$ cat src/rec_framer_pkg.sv
// Shared constants, register map and types for the recording packet framer
package rec_framer_pkg;
    // ------------------------------------------------------------------
    // Timing
    // ------------------------------------------------------------------
    localparam int CLK_PERIOD_NS = 5; // 200 MHz system clock
    localparam int RTC_PERIOD_NS = 100; // 10 MHz relative count period
    localparam int RTC_TICK_CYCLES = RTC_PERIOD_NS / CLK_PERIOD_NS;
    localparam logic [7:0] EXT_STEP_NS = 8'(CLK_PERIOD_NS); // 5 ns counter step per clock
    localparam int EXT_PER_RTC = 100; // Extended counts per relative count
    // ------------------------------------------------------------------
    // Register map (byte addresses)
    // ------------------------------------------------------------------
    localparam logic [7:0] REG_CONTROL = 8'h00;
    localparam logic [7:0] REG_STATUS = 8'h04;
    localparam logic [7:0] REG_RTC_LOW = 8'h08;
    localparam logic [7:0] REG_CHK_COUNT = 8'h0C;
    localparam logic [7:0] REG_CHAN_BASE = 8'h10;
    // Control fields
    localparam int CTL_RECORD = 0;
    localparam int CTL_FMT_LSB = 2;
    localparam logic [31:0] CONTROL_RESET = 32'h00000000;
    // Channel configuration fields
    localparam int CH_SUM_LSB = 0;
    localparam int CH_INTRA_PACKET_TIME_STAMP_SRC = 6;
    localparam int CH_SEC_EN = 7;
    localparam int CH_INTRA_PACKET_DATA_HEADER = 8;
    localparam logic [8:0] CHAN_RESET = 9'h000;
    // ------------------------------------------------------------------
    // Packet flags bit positions
    // ------------------------------------------------------------------
    localparam int FLAG_SEC = 7;
    localparam int FLAG_SRC = 6;
    localparam int FLAG_SYNC = 5;
    localparam int FLAG_OVF = 4;
    localparam int FLAG_FMT_LSB = 2;
    // Header geometry in 16-bit words
    localparam int PRI_WORDS = 12;
    localparam int SEC_WORDS = 6;
    localparam int LEAD_WORDS = 6;
    localparam logic [7:0] SEQ_RESET = 8'h00;
    // ------------------------------------------------------------------
    // Secondary time formats
    // ------------------------------------------------------------------
    typedef enum logic [1:0] {
        FMT_WEIGHTED = 2'b00,
        FMT_PRECISION = 2'b01,
        FMT_EXTENDED = 2'b10,
        FMT_RESERVED = 2'b11
    } time_fmt_t;
    // Framer sequencer states
    typedef enum logic [1:0] {
        ST_IDLE = 2'b00,
        ST_SUM = 2'b01,
        ST_SEND = 2'b10,
        ST_BODY = 2'b11
    } frame_state_t;
endpackage

$ cat src/rec_time_base.sv
// Shared 10 MHz relative counter and 1 ns extended counter
`timescale 1ns/1ps
module rec_time_base
    import rec_framer_pkg::*;
(
    // Clock and reset
    input wire logic clock,
    input wire logic rst_n,
    // Counters
    output logic [47:0] relative_count,
    output logic [63:0] extended_relative_count
);
    import rec_framer_pkg::*;

    // ------------------------------------------------------------------
    // Tick divider
    // ------------------------------------------------------------------
    logic [7:0] tick_div; // Cycles into the current 100 ns period
    wire tick_now = (tick_div == 8'(RTC_TICK_CYCLES - 1));

    // Divider wraps every 100 ns; never stops while out of reset
    always_ff @(posedge clock)
    begin
        if (!rst_n)
            tick_div <= 8'h00;
        else if (tick_now)
            tick_div <= 8'h00;
        else
            tick_div <= tick_div + 8'h01;
    end

    // Only relative uses the divider; extended steps 5 every clock, so relative = extended / 100 holds
    always_ff @(posedge clock)
    begin
        if (!rst_n)
        begin
            relative_count <= 48'h000000000000;
            extended_relative_count <= 64'h0000000000000000;
        end
        else
        begin
            extended_relative_count <= extended_relative_count + 64'(EXT_STEP_NS);
            if (tick_now)
                relative_count <= relative_count + 48'h000000000001;
        end
    end

    // ------------------------------------------------------------------
    // Checks
    // ------------------------------------------------------------------
    a_rtc_ext_ratio: assert property (@(posedge clock) disable iff (!rst_n)
        tick_now |=> (extended_relative_count / EXT_PER_RTC) == 64'(relative_count))
        else $error("relative count out of step with extended count");
    a_rtc_free_run: assert property (@(posedge clock) disable iff (!rst_n)
        tick_now |=> relative_count == $past(relative_count) + 48'h000000000001)
        else $error("relative count failed to advance");
endmodule

$ cat src/rec_packet_framer.sv
// Recording packet header framer: sequence, flags, time, checksums, reader check
`timescale 1ns/1ps
module rec_packet_framer
    import rec_framer_pkg::*;
#(
    parameter int NUM_CH = 4
)
(
    // Clock and reset
    input wire logic clock,
    input wire logic rst_n,
    // Avalon-MM slave
    input wire logic [7:0] address,
    input wire logic read,
    input wire logic write,
    input wire logic [31:0] writedata,
    output logic [31:0] readdata,
    output logic waitrequest,
    // Packet request, asserted at the first bit of body data
    input wire logic pkt_req,
    output logic pkt_ready,
    input wire logic [$clog2(NUM_CH)-1:0] pkt_channel,
    input wire logic [7:0] pkt_data_type,
    input wire logic pkt_overflow,
    input wire logic [LEAD_WORDS*16-1:0] pkt_lead_words,
    input wire logic [7:0] pkt_type_version,
    input wire logic [63:0] user_time,
    // Sync error pin from the timing receiver
    input wire logic rtc_sync_error_pin,
    // Header word stream
    output logic hdr_valid,
    input wire logic hdr_ready,
    output logic [15:0] hdr_word,
    output logic hdr_last,
    output logic csd_slot,
    // Intra-packet time stamp
    input wire logic [$clog2(NUM_CH)-1:0] stamp_channel,
    output logic [63:0] intra_packet_time_stamp,
    // Reader-side header check
    input wire logic chk_valid,
    input wire logic [15:0] chk_word,
    input wire logic chk_last,
    output logic chk_done,
    output logic chk_good
);
    import rec_framer_pkg::*;
    localparam int CW = $clog2(NUM_CH);

    // ------------------------------------------------------------------
    // Helpers
    // ------------------------------------------------------------------
    // Wrapping 16-bit sum of the first n words of a header image
    function automatic logic [15:0] word_sum(input logic [15:0] w [0:PRI_WORDS-1], input int n);
        logic [15:0] s;
        s = 16'h0000;
        for (int i = 0; i < PRI_WORDS; i++)
            if (i < n)
                s = s + w[i];
        return s;
    endfunction

    // Assigned data type codes; everything else is held for growth
    function automatic logic type_assigned(input logic [7:0] t);
        case (t)
            8'h00, 8'h01, 8'h02, 8'h03, 8'h09, 8'h11, 8'h19, 8'h1A, 8'h21, 8'h29,
            8'h30, 8'h38, 8'h40, 8'h41, 8'h42, 8'h48, 8'h49, 8'h4A, 8'h50, 8'h58,
            8'h59, 8'h60, 8'h68, 8'h69, 8'h70, 8'h71, 8'h72, 8'h78: return 1'b1;
            default: return 1'b0;
        endcase
    endfunction

    // ------------------------------------------------------------------
    // Time base and sync error input
    // ------------------------------------------------------------------
    logic [47:0] relative_count; // Shared 10 MHz count
    logic [63:0] extended_relative_count; // Shared 1 ns count
    logic sync_meta; // First synchroniser stage
    logic sync_err; // Second stage, safe to use

    rec_time_base u_time_base (
        .clock(clock),
        .rst_n(rst_n),
        .relative_count(relative_count),
        .extended_relative_count(extended_relative_count)
    );

    // Pin comes from another domain, so two flops before use
    always_ff @(posedge clock)
    begin
        if (!rst_n)
        begin
            sync_meta <= 1'b0;
            sync_err <= 1'b0;
        end
        else
        begin
            sync_meta <= rtc_sync_error_pin;
            sync_err <= sync_meta;
        end
    end

    // ------------------------------------------------------------------
    // Register file
    // ------------------------------------------------------------------
    logic [31:0] control; // Record enable and shared time format
    logic [8:0] chan_cfg [0:NUM_CH-1]; // Per-channel options
    logic [7:0] seq [0:NUM_CH-1]; // Per-channel sequence counters
    logic [15:0] refused_count; // Requests with a reserved data type
    logic [15:0] chk_bad_count; // Reader checks that failed
    logic bus_ack; // One wait state on every access
    wire recording = control[CTL_RECORD];
    wire time_fmt_t fmt = time_fmt_t'(control[CTL_FMT_LSB +: 2]);
    // A write lands only at the edge where waitrequest is low
    wire wr_go = write & bus_ack;
    wire chan_hit = (address >= REG_CHAN_BASE) && (address < REG_CHAN_BASE + 8'(4 * NUM_CH));
    wire [CW-1:0] chan_idx = CW'((address - REG_CHAN_BASE) >> 2);

    assign waitrequest = (read | write) & ~bus_ack;

    // Acknowledge strobe: one cycle after the request arrives
    always_ff @(posedge clock)
    begin
        if (!rst_n)
            bus_ack <= 1'b0;
        else
            bus_ack <= (read | write) & ~bus_ack;
    end

    // Control writes; the reserved format code is refused, keeping the old one
    always_ff @(posedge clock)
    begin
        if (!rst_n)
            control <= CONTROL_RESET;
        else if (wr_go && address == REG_CONTROL)
        begin
            control[CTL_RECORD] <= writedata[CTL_RECORD];
            if (writedata[CTL_FMT_LSB +: 2] != FMT_RESERVED)
                control[CTL_FMT_LSB +: 2] <= writedata[CTL_FMT_LSB +: 2];
        end
    end

    // Channel options; data header presence is frozen while recording
    always_ff @(posedge clock)
    begin
        if (!rst_n)
        begin
            for (int i = 0; i < NUM_CH; i++)
                chan_cfg[i] <= CHAN_RESET;
        end
        else if (wr_go && chan_hit)
        begin
            chan_cfg[chan_idx][CH_SEC_EN:0] <= writedata[CH_SEC_EN:0];
            if (!recording)
                chan_cfg[chan_idx][CH_INTRA_PACKET_DATA_HEADER] <= writedata[CH_INTRA_PACKET_DATA_HEADER];
        end
    end

    // Read data, registered at the acknowledge
    always_ff @(posedge clock)
    begin
        if (!rst_n)
            readdata <= 32'h00000000;
        else if (read && !bus_ack)
        begin
            if (address == REG_CONTROL)
                readdata <= control;
            else if (address == REG_STATUS)
                readdata <= {16'h0000, refused_count};
            else if (address == REG_RTC_LOW)
                readdata <= relative_count[31:0];
            else if (address == REG_CHK_COUNT)
                readdata <= {16'h0000, chk_bad_count};
            else if (chan_hit)
                readdata <= {15'h0000, seq[chan_idx], chan_cfg[chan_idx]};
            else
                readdata <= 32'h00000000; // Unmapped reads return zero
        end
    end

    // ------------------------------------------------------------------
    // Header assembly
    // ------------------------------------------------------------------
    frame_state_t state; // Sequencer state
    logic [15:0] hdr [0:PRI_WORDS-1]; // Primary header image
    logic [15:0] sec [0:PRI_WORDS-1]; // Secondary header image, 6 words used
    logic [4:0] word_idx; // Word being offered
    logic with_sec; // Packet carries a secondary header
    logic [CW-1:0] cur_ch; // Channel of the packet in flight
    wire [8:0] cfg_req = chan_cfg[pkt_channel];
    wire [7:0] next_flags = {cfg_req[CH_SEC_EN],
                             cfg_req[CH_INTRA_PACKET_TIME_STAMP_SRC] & cfg_req[CH_SEC_EN],
                             sync_err,
                             pkt_overflow,
                             control[CTL_FMT_LSB +: 2],
                             cfg_req[CH_SUM_LSB +: 2]};
    // Secondary time: lower long word goes out first in every format
    wire [63:0] sec_time = (fmt == FMT_EXTENDED) ? extended_relative_count :
                           (fmt == FMT_WEIGHTED) ? {user_time[63:2], 2'b00} :
                           user_time;
    wire accept = pkt_req & pkt_ready;
    wire [4:0] last_idx = with_sec ? 5'(PRI_WORDS + SEC_WORDS - 1) : 5'(PRI_WORDS - 1);
    wire step = hdr_valid & hdr_ready;

    assign pkt_ready = (state == ST_IDLE) && recording && type_assigned(pkt_data_type);
    assign hdr_valid = (state == ST_SEND);
    assign hdr_last = hdr_valid && (word_idx == last_idx);
    assign csd_slot = (state == ST_BODY);

    // Word mux: primary words, then secondary words
    always_comb
    begin
        if (word_idx < 5'(PRI_WORDS))
            hdr_word = hdr[word_idx[3:0]];
        else
            hdr_word = sec[4'(word_idx - 5'(PRI_WORDS))];
    end

    // Sequencer: capture, checksum, send, then one body slot
    always_ff @(posedge clock)
    begin
        if (!rst_n)
        begin
            state <= ST_IDLE;
            word_idx <= 5'h00;
        end
        else
        begin
            case (state)
                ST_IDLE:
                    if (accept)
                        state <= ST_SUM;
                ST_SUM:
                begin
                    state <= ST_SEND;
                    word_idx <= 5'h00;
                end
                ST_SEND:
                    if (step && hdr_last)
                        state <= ST_BODY;
                    else if (step)
                        word_idx <= word_idx + 5'h01;
                ST_BODY:
                    state <= ST_IDLE;
                default:
                    state <= ST_IDLE;
            endcase
        end
    end

    // Header image: fields captured at the body's first bit, checksums after
    always_ff @(posedge clock)
    begin
        if (!rst_n)
        begin
            with_sec <= 1'b0;
            cur_ch <= '0;
            for (int i = 0; i < PRI_WORDS; i++)
            begin
                hdr[i] <= 16'h0000;
                sec[i] <= 16'h0000;
            end
        end
        else if (accept)
        begin
            with_sec <= cfg_req[CH_SEC_EN];
            cur_ch <= pkt_channel;
            for (int i = 0; i < LEAD_WORDS; i++)
                hdr[i] <= pkt_lead_words[i*16 +: 16];
            hdr[6] <= {seq[pkt_channel], pkt_type_version};
            hdr[7] <= {pkt_data_type, next_flags};
            hdr[8] <= relative_count[15:0];
            hdr[9] <= relative_count[31:16];
            hdr[10] <= relative_count[47:32];
            for (int i = 0; i < 4; i++)
                sec[i] <= sec_time[i*16 +: 16];
            sec[4] <= 16'h0000;
        end
        else if (state == ST_SUM)
        begin
            hdr[PRI_WORDS-1] <= word_sum(hdr, PRI_WORDS - 1);
            sec[5] <= word_sum(sec, 5);
        end
    end

    // Sequence counters advance once per emitted packet and wrap at 8 bits
    always_ff @(posedge clock)
    begin
        if (!rst_n)
        begin
            for (int i = 0; i < NUM_CH; i++)
                seq[i] <= SEQ_RESET;
        end
        else if (step && hdr_last)
            seq[cur_ch] <= seq[cur_ch] + 8'h01;
    end

    // Refused requests: reserved type offered while the framer is free
    always_ff @(posedge clock)
    begin
        if (!rst_n)
            refused_count <= 16'h0000;
        else if (pkt_req && state == ST_IDLE && recording && !type_assigned(pkt_data_type))
            refused_count <= refused_count + 16'h0001;
    end

    // ------------------------------------------------------------------
    // Intra-packet time stamp
    // ------------------------------------------------------------------
    // Registered every cycle so the stamp follows the counter live
    always_ff @(posedge clock)
    begin
        if (!rst_n)
            intra_packet_time_stamp <= 64'h0000000000000000;
        else if (chan_cfg[stamp_channel][CH_INTRA_PACKET_TIME_STAMP_SRC] && chan_cfg[stamp_channel][CH_SEC_EN])
            intra_packet_time_stamp <= sec_time;
        else
            intra_packet_time_stamp <= {16'h0000, relative_count};
    end

    // ------------------------------------------------------------------
    // Reader-side header check
    // ------------------------------------------------------------------
    logic [15:0] chk_sum; // Running sum of words before the checksum
    wire chk_match = (chk_sum == chk_word);

    // Sum until the last word, which is the received checksum
    always_ff @(posedge clock)
    begin
        if (!rst_n)
        begin
            chk_sum <= 16'h0000;
            chk_done <= 1'b0;
            chk_good <= 1'b0;
            chk_bad_count <= 16'h0000;
        end
        else
        begin
            chk_done <= chk_valid & chk_last;
            if (chk_valid && chk_last)
            begin
                chk_sum <= 16'h0000;
                chk_good <= chk_match;
                if (!chk_match)
                    chk_bad_count <= chk_bad_count + 16'h0001;
            end
            else if (chk_valid)
                chk_sum <= chk_sum + chk_word;
        end
    end

    // ------------------------------------------------------------------
    // Checks
    // ------------------------------------------------------------------
    a_seq_advance: assert property (@(posedge clock) disable iff (!rst_n)
        (step && hdr_last) |=> seq[$past(cur_ch)] == $past(seq[cur_ch]) + 8'h01)
        else $error("sequence did not advance by one");
    a_seq_wrap: assert property (@(posedge clock) disable iff (!rst_n)
        (step && hdr_last && seq[cur_ch] == 8'hFF) |=> seq[$past(cur_ch)] == 8'h00)
        else $error("sequence did not wrap to zero");
    a_flag_src_sec: assert property (@(posedge clock) disable iff (!rst_n)
        (state == ST_SEND && word_idx == 5'd7) |-> (!hdr_word[FLAG_SRC] || hdr_word[FLAG_SEC]))
        else $error("stamp source set without secondary header");
    a_flag_sec_len: assert property (@(posedge clock) disable iff (!rst_n)
        hdr_last |-> (hdr[7][FLAG_SEC] == (word_idx == 5'(PRI_WORDS + SEC_WORDS - 1))))
        else $error("secondary flag disagrees with header length");
    a_fmt_reserved: assert property (@(posedge clock) disable iff (!rst_n)
        control[CTL_FMT_LSB +: 2] != FMT_RESERVED)
        else $error("reserved time format held");
    a_type_legal: assert property (@(posedge clock) disable iff (!rst_n)
        accept |-> type_assigned(pkt_data_type))
        else $error("reserved data type accepted");
    a_hdr_sum: assert property (@(posedge clock) disable iff (!rst_n)
        (state == ST_SUM) |=> hdr[PRI_WORDS-1] == word_sum(hdr, PRI_WORDS - 1))
        else $error("header checksum wrong");
    a_sec_zero: assert property (@(posedge clock) disable iff (!rst_n)
        (hdr_valid && word_idx == 5'(PRI_WORDS + 4)) |-> hdr_word == 16'h0000)
        else $error("secondary reserved word not zero");
    a_time_capture: assert property (@(posedge clock) disable iff (!rst_n)
        accept |=> hdr[8] == $past(relative_count[15:0]))
        else $error("header time not sampled at request");
    a_body_once: assert property (@(posedge clock) disable iff (!rst_n)
        (step && hdr_last) |=> csd_slot ##1 (!csd_slot && state == ST_IDLE))
        else $error("channel-specific slot not exactly once");
    c_plain_pkt: cover property (@(posedge clock) hdr_last && !with_sec);
    c_sec_pkt: cover property (@(posedge clock) hdr_last && with_sec);
    c_stall: cover property (@(posedge clock) hdr_valid && !hdr_ready);
    c_chk_bad: cover property (@(posedge clock) chk_valid && chk_last && !chk_match);
endmodule

$ cat config.mk
export PLATFORM = sky130hd
export DESIGN_NAME = rec_packet_framer
export DESIGN_NICKNAME = d
export VERILOG_FILES = /design/src/rec_framer_pkg.sv /design/src/rec_time_base.sv /design/src/rec_packet_framer.sv
export SDC_FILE = /design/constraint.sdc
export NUM_CORES = 2
export LEC_CHECK = 0
export BUFFER_PORTS_ARGS = -buffer_cell sky130_fd_sc_hd__buf_2
export CAP_MARGIN = 20
export CELL_PAD_IN_SITES_DETAIL_PLACEMENT = 2
export CELL_PAD_IN_SITES_GLOBAL_PLACEMENT = 2
export CORE_MARGIN = 5
export CORE_UTILIZATION = 35
export DETAILED_ROUTE_END_ITERATION = 7
export GPL_TIMING_DRIVEN = 0
export MAX_ROUTING_LAYER = met4
export PLACE_DENSITY_LB_ADDON = 0.1
export RECOVER_POWER = 100
export SKIP_CTS_REPAIR_TIMING = 1
export SLEW_MARGIN = 20
export SYNTH_ARGS = -nofsm -noshare
export SYNTH_HDL_FRONTEND = slang
export SYNTH_SLANG_ARGS = --single-unit
$ cat constraint.sdc
create_clock -name clock -period 13.54 [get_ports clock]
set_clock_uncertainty 0.1 [all_clocks]
set_input_delay 1.354 -clock clock [delete_from_list [all_inputs] [get_ports clock]]
set_output_delay 1.354 -clock clock [all_outputs]
set_load 0.03 [all_outputs]
; ---- Word level (Yosys, flattened, before mapping)
; Memories as Yosys holds them, arrays and structs flattened. A register that Yosys moved wholly into a read port is not among the register bits.
; Cells that the tools add are included.
[totals]
rom_bits = 256
n_memories = 4
regBits = 554
output_inout_bits = 119
ram_bits = 68
word_cells = 213
[memory_table]
columns = memory, depth, width, read_ports, rd_clocked_by_memory_dff, write_ports, line_no
row1 = (no name shown), 128, 1, 1, 0, 0, rec_packet_framer.sv:64  ; case (t)
row2 = (no name shown), 128, 1, 1, 0, 0, rec_packet_framer.sv:64
row3 = chan_cfg, 4, 9, 3, 0, 4, rec_packet_framer.sv:106  ; logic [8:0] chan_cfg [0:NUM_CH-1];
row4 = seq, 4, 8, 3, 2, 4, rec_packet_framer.sv:107  ; logic [7:0] seq [0:NUM_CH-1];
[op_classes]
bitwise = 13
n_lt_le_gt_ge = 5
reduce_logical = 30
n_mux = 86
add_sub_neg = 23
n_eq_ne = 15
[ops]
columns = cell, n
row1 = $mux 16, 47
row2 = $add 16x16->16, 14
row3 = $bmux 16 s4, 2
row4 = $mux 32, 3
row5 = $add 64x3->64 const B, 1
row6 = $mux 64, 1
row7 = $add 48x1->48 const B, 1
row8 = $mux 48, 1
row9 = $mux 17, 2
row10 = $add 16x1->16 const B, 2
row11 = $add 8x1->8 const B, 2
row12 = $eq 16x16->1, 1
row13 = $eq 8x4->1 const B, 2
row14 = $mux 2, 8
row15 = $mux 1, 15
row16 = $mux 5, 3
row17 = $logic_and 1x1->1, 13
row18 = $ge 5x5->1 const B, 2
row19 = $not 4->5, 2
row20 = $pmux 5 s2, 1
row21 = $reduce_and 2->1, 5
row22 = $mux 9, 1
row23 = $reduce_or 9->1, 1
row24 = $eq 8x3->1 const B, 1
row25 = 24 further kinds, 41

; ---- Logic depth before layout (Yosys ltp)
[depth]
depth_word = 43
mapped_depth = 55
mapped_depth_nobuf = 55

; ---- Hierarchy
; From an unflattened synthesis, not the netlist that was laid out.
[hier_totals]
hier_cells = 4119
area_unflattened_um2 = 36010.8
[modules_own_cells]
columns = mod, instances, seq_area_each_um2, cells_each, area_each_um2
row1 = rec_packet_framer, 1, 10750.3, 3481, 30581.8
row2 = rec_time_base, 1, 2402.3, 638, 5429.0

; ---- Worst setup path after synthesis
; OpenSTA, ideal clock, no wires.
[synth_path]
kind = flip-flop to flip-flop
from = reg hdr[160] (netlist bit)
to = reg hdr[15] (netlist bit)
n_path_buf = 0
path_stages_with_launch = 54
slack_ps = 2701
arrival_time_ps = 10669
cell_sequence = dfxtp_1 -> ha_1 -> inv_1 -> fa_1 -> nor2b_1 -> o21ai_0 -> a21boi_0 -> o21ai_0 -> a21boi_0 -> o21ai_0 -> a21boi_0 -> o21ai_0 -> a21oi_1 -> or2_2 -> o211ai_1 -> ha_1 -> nor4b_1 -> a2111oi_0 -> (+18 left out) -> nor3_1 -> a2111oi_0 -> o211ai_1 -> ha_1 -> xnor2_1 -> ha_1 -> xnor2_1 -> ha_1 -> inv_1 -> or3_1 -> a311o_1 -> o311ai_0 -> ha_1 -> a21oi_1 -> xor3_1 -> xor2_1 -> xnor3_1 -> a21oi_1
[synth_via]
elab_chain_len = 37
[synth_rtl]
columns = item, line_no
row1 = from (decl), rec_packet_framer.sv:184  ; logic [15:0] hdr [0:PRI_WORDS-1];
row2 = "from (signal, indexed assignment)", rec_packet_framer.sv:268  ; hdr[i] <= pkt_lead_words[i*16 +: 16];
row3 = "from (signal, indexed assignment)", rec_packet_framer.sv:280  ; hdr[PRI_WORDS-1] <= word_sum(hdr, PRI_WORDS - 1);
row4 = $add 16x16->16, rec_packet_framer.sv:58  ; s = s + w[i];
row5 = $mux 16, rec_packet_framer.sv:278  ; else if (state == ST_SUM)
row6 = $mux 16, rec_packet_framer.sv:263  ; else if (accept)
row7 = $mux 16, rec_packet_framer.sv:253  ; if (!rst_n)
row8 = $add 16x16->16, rec_packet_framer.sv:58
row9 = $mux 16, rec_packet_framer.sv:278
row10 = $mux 16, rec_packet_framer.sv:263
row11 = $mux 16, rec_packet_framer.sv:253
row12 = (+21 left out), n/a
row13 = $mux 16, rec_packet_framer.sv:278
row14 = $mux 16, rec_packet_framer.sv:263
row15 = $mux 16, rec_packet_framer.sv:253
row16 = $add 16x16->16, rec_packet_framer.sv:58
row17 = $mux 16, rec_packet_framer.sv:278
row18 = $mux 16, rec_packet_framer.sv:263
row19 = $mux 16, rec_packet_framer.sv:253
row20 = $add 16x16->16, rec_packet_framer.sv:58
; Every way passes these cells. The select of a mux whose other input is x is not followed.
; A chain may end at the register's enable or synchronous reset.

; ---- Worst setup path in the final report
[layout_path]
from = reg hdr[176] (netlist bit)
to = reg hdr[15] (netlist bit)
[layout_via]
elab_chain_len = 40
[layout_rtl]
columns = item, line_no
row1 = $mux 16, rec_packet_framer.sv:278
row2 = $mux 16, rec_packet_framer.sv:263
row3 = $mux 16, rec_packet_framer.sv:253
row4 = $add 16x16->16, rec_packet_framer.sv:58
row5 = $mux 16, rec_packet_framer.sv:278
row6 = $mux 16, rec_packet_framer.sv:263
row7 = $mux 16, rec_packet_framer.sv:253
row8 = $add 16x16->16, rec_packet_framer.sv:58
row9 = (+24 left out), n/a
row10 = $mux 16, rec_packet_framer.sv:278
row11 = $mux 16, rec_packet_framer.sv:263
row12 = $mux 16, rec_packet_framer.sv:253
row13 = $add 16x16->16, rec_packet_framer.sv:58
row14 = $mux 16, rec_packet_framer.sv:278
row15 = $mux 16, rec_packet_framer.sv:263
row16 = $mux 16, rec_packet_framer.sv:253
row17 = $add 16x16->16, rec_packet_framer.sv:58
; Every way passes these cells. The select of a mux whose other input is x is not followed.

==> run metrics <==
status=finished clean; worst path arrival time=~13,000 ps; Syn Std Cell Area=0.0356 mm²; drt total wl=roughly 150 mm; top cells by count, synth=nand2_1 (585), dfxtp_1 (555), nor2_1 (521); core area=0.101 mm²; Worst Path Buf+Inv=3; Worst R2R Start=hdr[176]; top cells by area, synth=dfxtp_1 (31%), ha_1 (8.2%), mux4_2 (6.4%); Final GP Congestion=around 0.9; CP startpoint kind=flip-flop; Mapped Cells=4,109; slowest stage cell, crit path=xor3_1; CTS Buf Count=77; initial antenna violation count=3; final worst-path cycle share=between 90% and 100%; routed vias/inst=around 5.5; Pwr Density=108 mW/mm²; Max Buffers Root-to-Sink=3; htree depth=3; CTS clk-pin slew, worst paths=about 60 ps; drt pass-1 iters=5; max-cap viol count=0; Residual DRC=0; reg2reg end=hdr[15]; Mapped Avg Cell Area=slightly below 9 µm²; Die Wd=329 µm; Max Slew Vio Count=0; DR WL/cell=~26 µm; pin count of the biggest net entering global routing=14; syn_nets=around 4,600; final core utilization=between 40% and 50%; total gr overflow=0; I/O Buffers=between 300 and 400; setup violators final=0; Final Hold Vio Count=0; final net count=about 5,000; minimum clock period=approximately 13,000 ps; critical setup path kind=reg -> reg; Min-Delay Path Class=reg -> reg; Post-synth EDFFs=68; TritonCTS clock tree=done; layout cell share with drive strength beyond 1=10.4%; Yosys warning total=0; area grow syn2layout=17.1%; min-delay src=sync_meta; Max stage delay on crit path=about 450 ps; setup slack, reg-to-reg=about 840 ps; fmax=78.7 MHz; Post-Route Setup TNS=0 ps; DR iter-0 viols=1,899; worst-path fanout max=7; critical path required time=14,020 ps; Lkg Pwr=between 15 and 20 nW; most frequent cell after synthesis=nand2_1; worst hold path depth=1; die area=~0.11 mm²; Rel. slew slack=under 10%; Starting Density=approximately a third; first-pass GRT wire length=224 mm; Final ANT Viol Nets=0; Hold Crit Endpoint=sync_err; post-synth top area cell=dfxtp_1; worst vdd ir=~0.095 mV; clk_lat worst skew=~680 ps; crit-path leading delay family=compound AO/OA/AOI/OAI gates; worst slew pin tran=~1400 ps; post-DP HPWL=~120 mm; RSZ-0062 raised after global routing=no; routed vias=32,942; sequential share of the synthesized area=roughly 37%; share of Yosys cell area claimed by the top area cell type=31.2%; Most used DFF post-synth=dfxtp_1; CTS root buf=clkbuf_16; Worst path most repeated cell=ha_1; Die Ht=329 µm; CP endpoint kind=flip-flop; Async SR Flop Fraction=0%; boundary pin count=roughly 370; register area=between 0.01 and 0.015 mm²; fillers=11,526; Rows=between 100 and 150; GRT Total Usage=around 28%; # clock sinks=a little over 600; worst r2r path cells=53; multi-input logic area=roughly 0.021 mm²; Yosys reg bits=around 620; vias in the first global route=roughly 35,000; post-synth cell types=82
==> how the worst max path moves through the flow <==
stage / cells after the start / endpoint / startpoint / slack (ps)
3_5_place_dp: 53 / hdr[15] / hdr[176] / 770
4_1_cts: 53 / hdr[15] / hdr[176] / 610
3_3_place_gp: 53 / hdr[15] / hdr[176] / 990
5_1_grt: 53 / hdr[15] / hdr[176] / 40
2_1_floorplan: 53 / hdr[15] / hdr[160] / 2700
6_report: 53 / hdr[15] / hdr[176] / 840
==> stage by stage <==
step                hold slack [ps]  std cells  setup slack [ps]  cell area (µm²)  total power, mW
global placement                316       5816               990            39000             2.23
detailed placement              327       5820               769            39100             2.24
floorplan                       312       4109              2700            35600             2.10
finish                          336       5966               841            41700             4.51
CTS                             342       5961               608            42000             4.56
global route                    360       5962              35.5            41700             4.65
==> routing by layer <==
| layer | wire length, µm | global-route usage (%) | vias to the layer above |
|---|---|---|---|
| li1 | - | - | 15339 |
| met1 | 67300 | 35.6 | 16800 |
| met2 | 75000 | 48.6 | 622 |
| met3 | 6000 | 3.25 | 181 |
| met4 | 3990 | 6.76 | 0 |
| met5 | 0 | - | - |
==> cells in the final DEF, fill, tap and decap left out, types with 29 or more instances in the layout <==
cell / n
nor2b_1: 34
and3_1: 42
nand2_1: 585
dfxtp_1: 555
nor2_1: 521
inv_1: 141
clkbuf_1: 327
nor3_1: 59
a21boi_0: 29
a22oi_1: 46
edfxtp_1: 68
buf_2: 221
xor2_1: 135
mux2i_1: 92
a21o_1: 41
a21oi_1: 363
o21ai_0: 141
a211oi_1: 126
ha_1: 234
clkbuf_16: 82
mux4_2: 101
xnor2_1: 157
nand3_1: 89
or3_1: 43
==> layout make-up <==
class / count / share of cell area, %
Multi-Input combinational cell: 3139 / 50.7
Sequential cell: 623 / 31.5
Clock buffer: 106 / 5.41
Tap cell: 1368 / 4.10
Timing Repair Buffer: 343 / 3.74
Buffer: 206 / 1.87
Clock inverter: 35 / 1.41
Inverter: 141 / 1.27
Antenna cell: 5 / 0.0300
==> power breakdown <==
| part | switching (mW) | total (mW) | internal [mW] |
|---|---|---|---|
| Clock | 0.924 | 2.32 | 1.39 |
| Sequential | 0.0195 | 1.91 | 1.89 |
| Combinational | 0.194 | 0.282 | 0.0879 |
| Total | 1.14 | 4.51 | 3.38 |
==> sequential cells by signal, indices dropped and copies added, names as in the netlist, 32 cells and up, named ones only <==
signal / flops
chan_cfg: 36
hdr: 192
intra_packet_time_stamp: 64
readdata: 32
sec: 80
seq: 32
u_time_base.extended_relative_count: 64
u_time_base.relative_count: 48
==> cells by family (layout without fill, tap and decap cells) <==
family          after synthesis  count (layout)  share of synthesized area, %
mux                         193             193                          8.97
xor+xnor                    295             295                          7.35
buf+inv                     347             831                          3.67
compound gates              908             908                          15.8
flops                       623             623                          36.9
fa+ha+maj                   248             248                          9.00
other cells                   0               5                             0
simple gates               1495            1495                          18.3
Note: power is estimated with default switching activity, not from simulation.
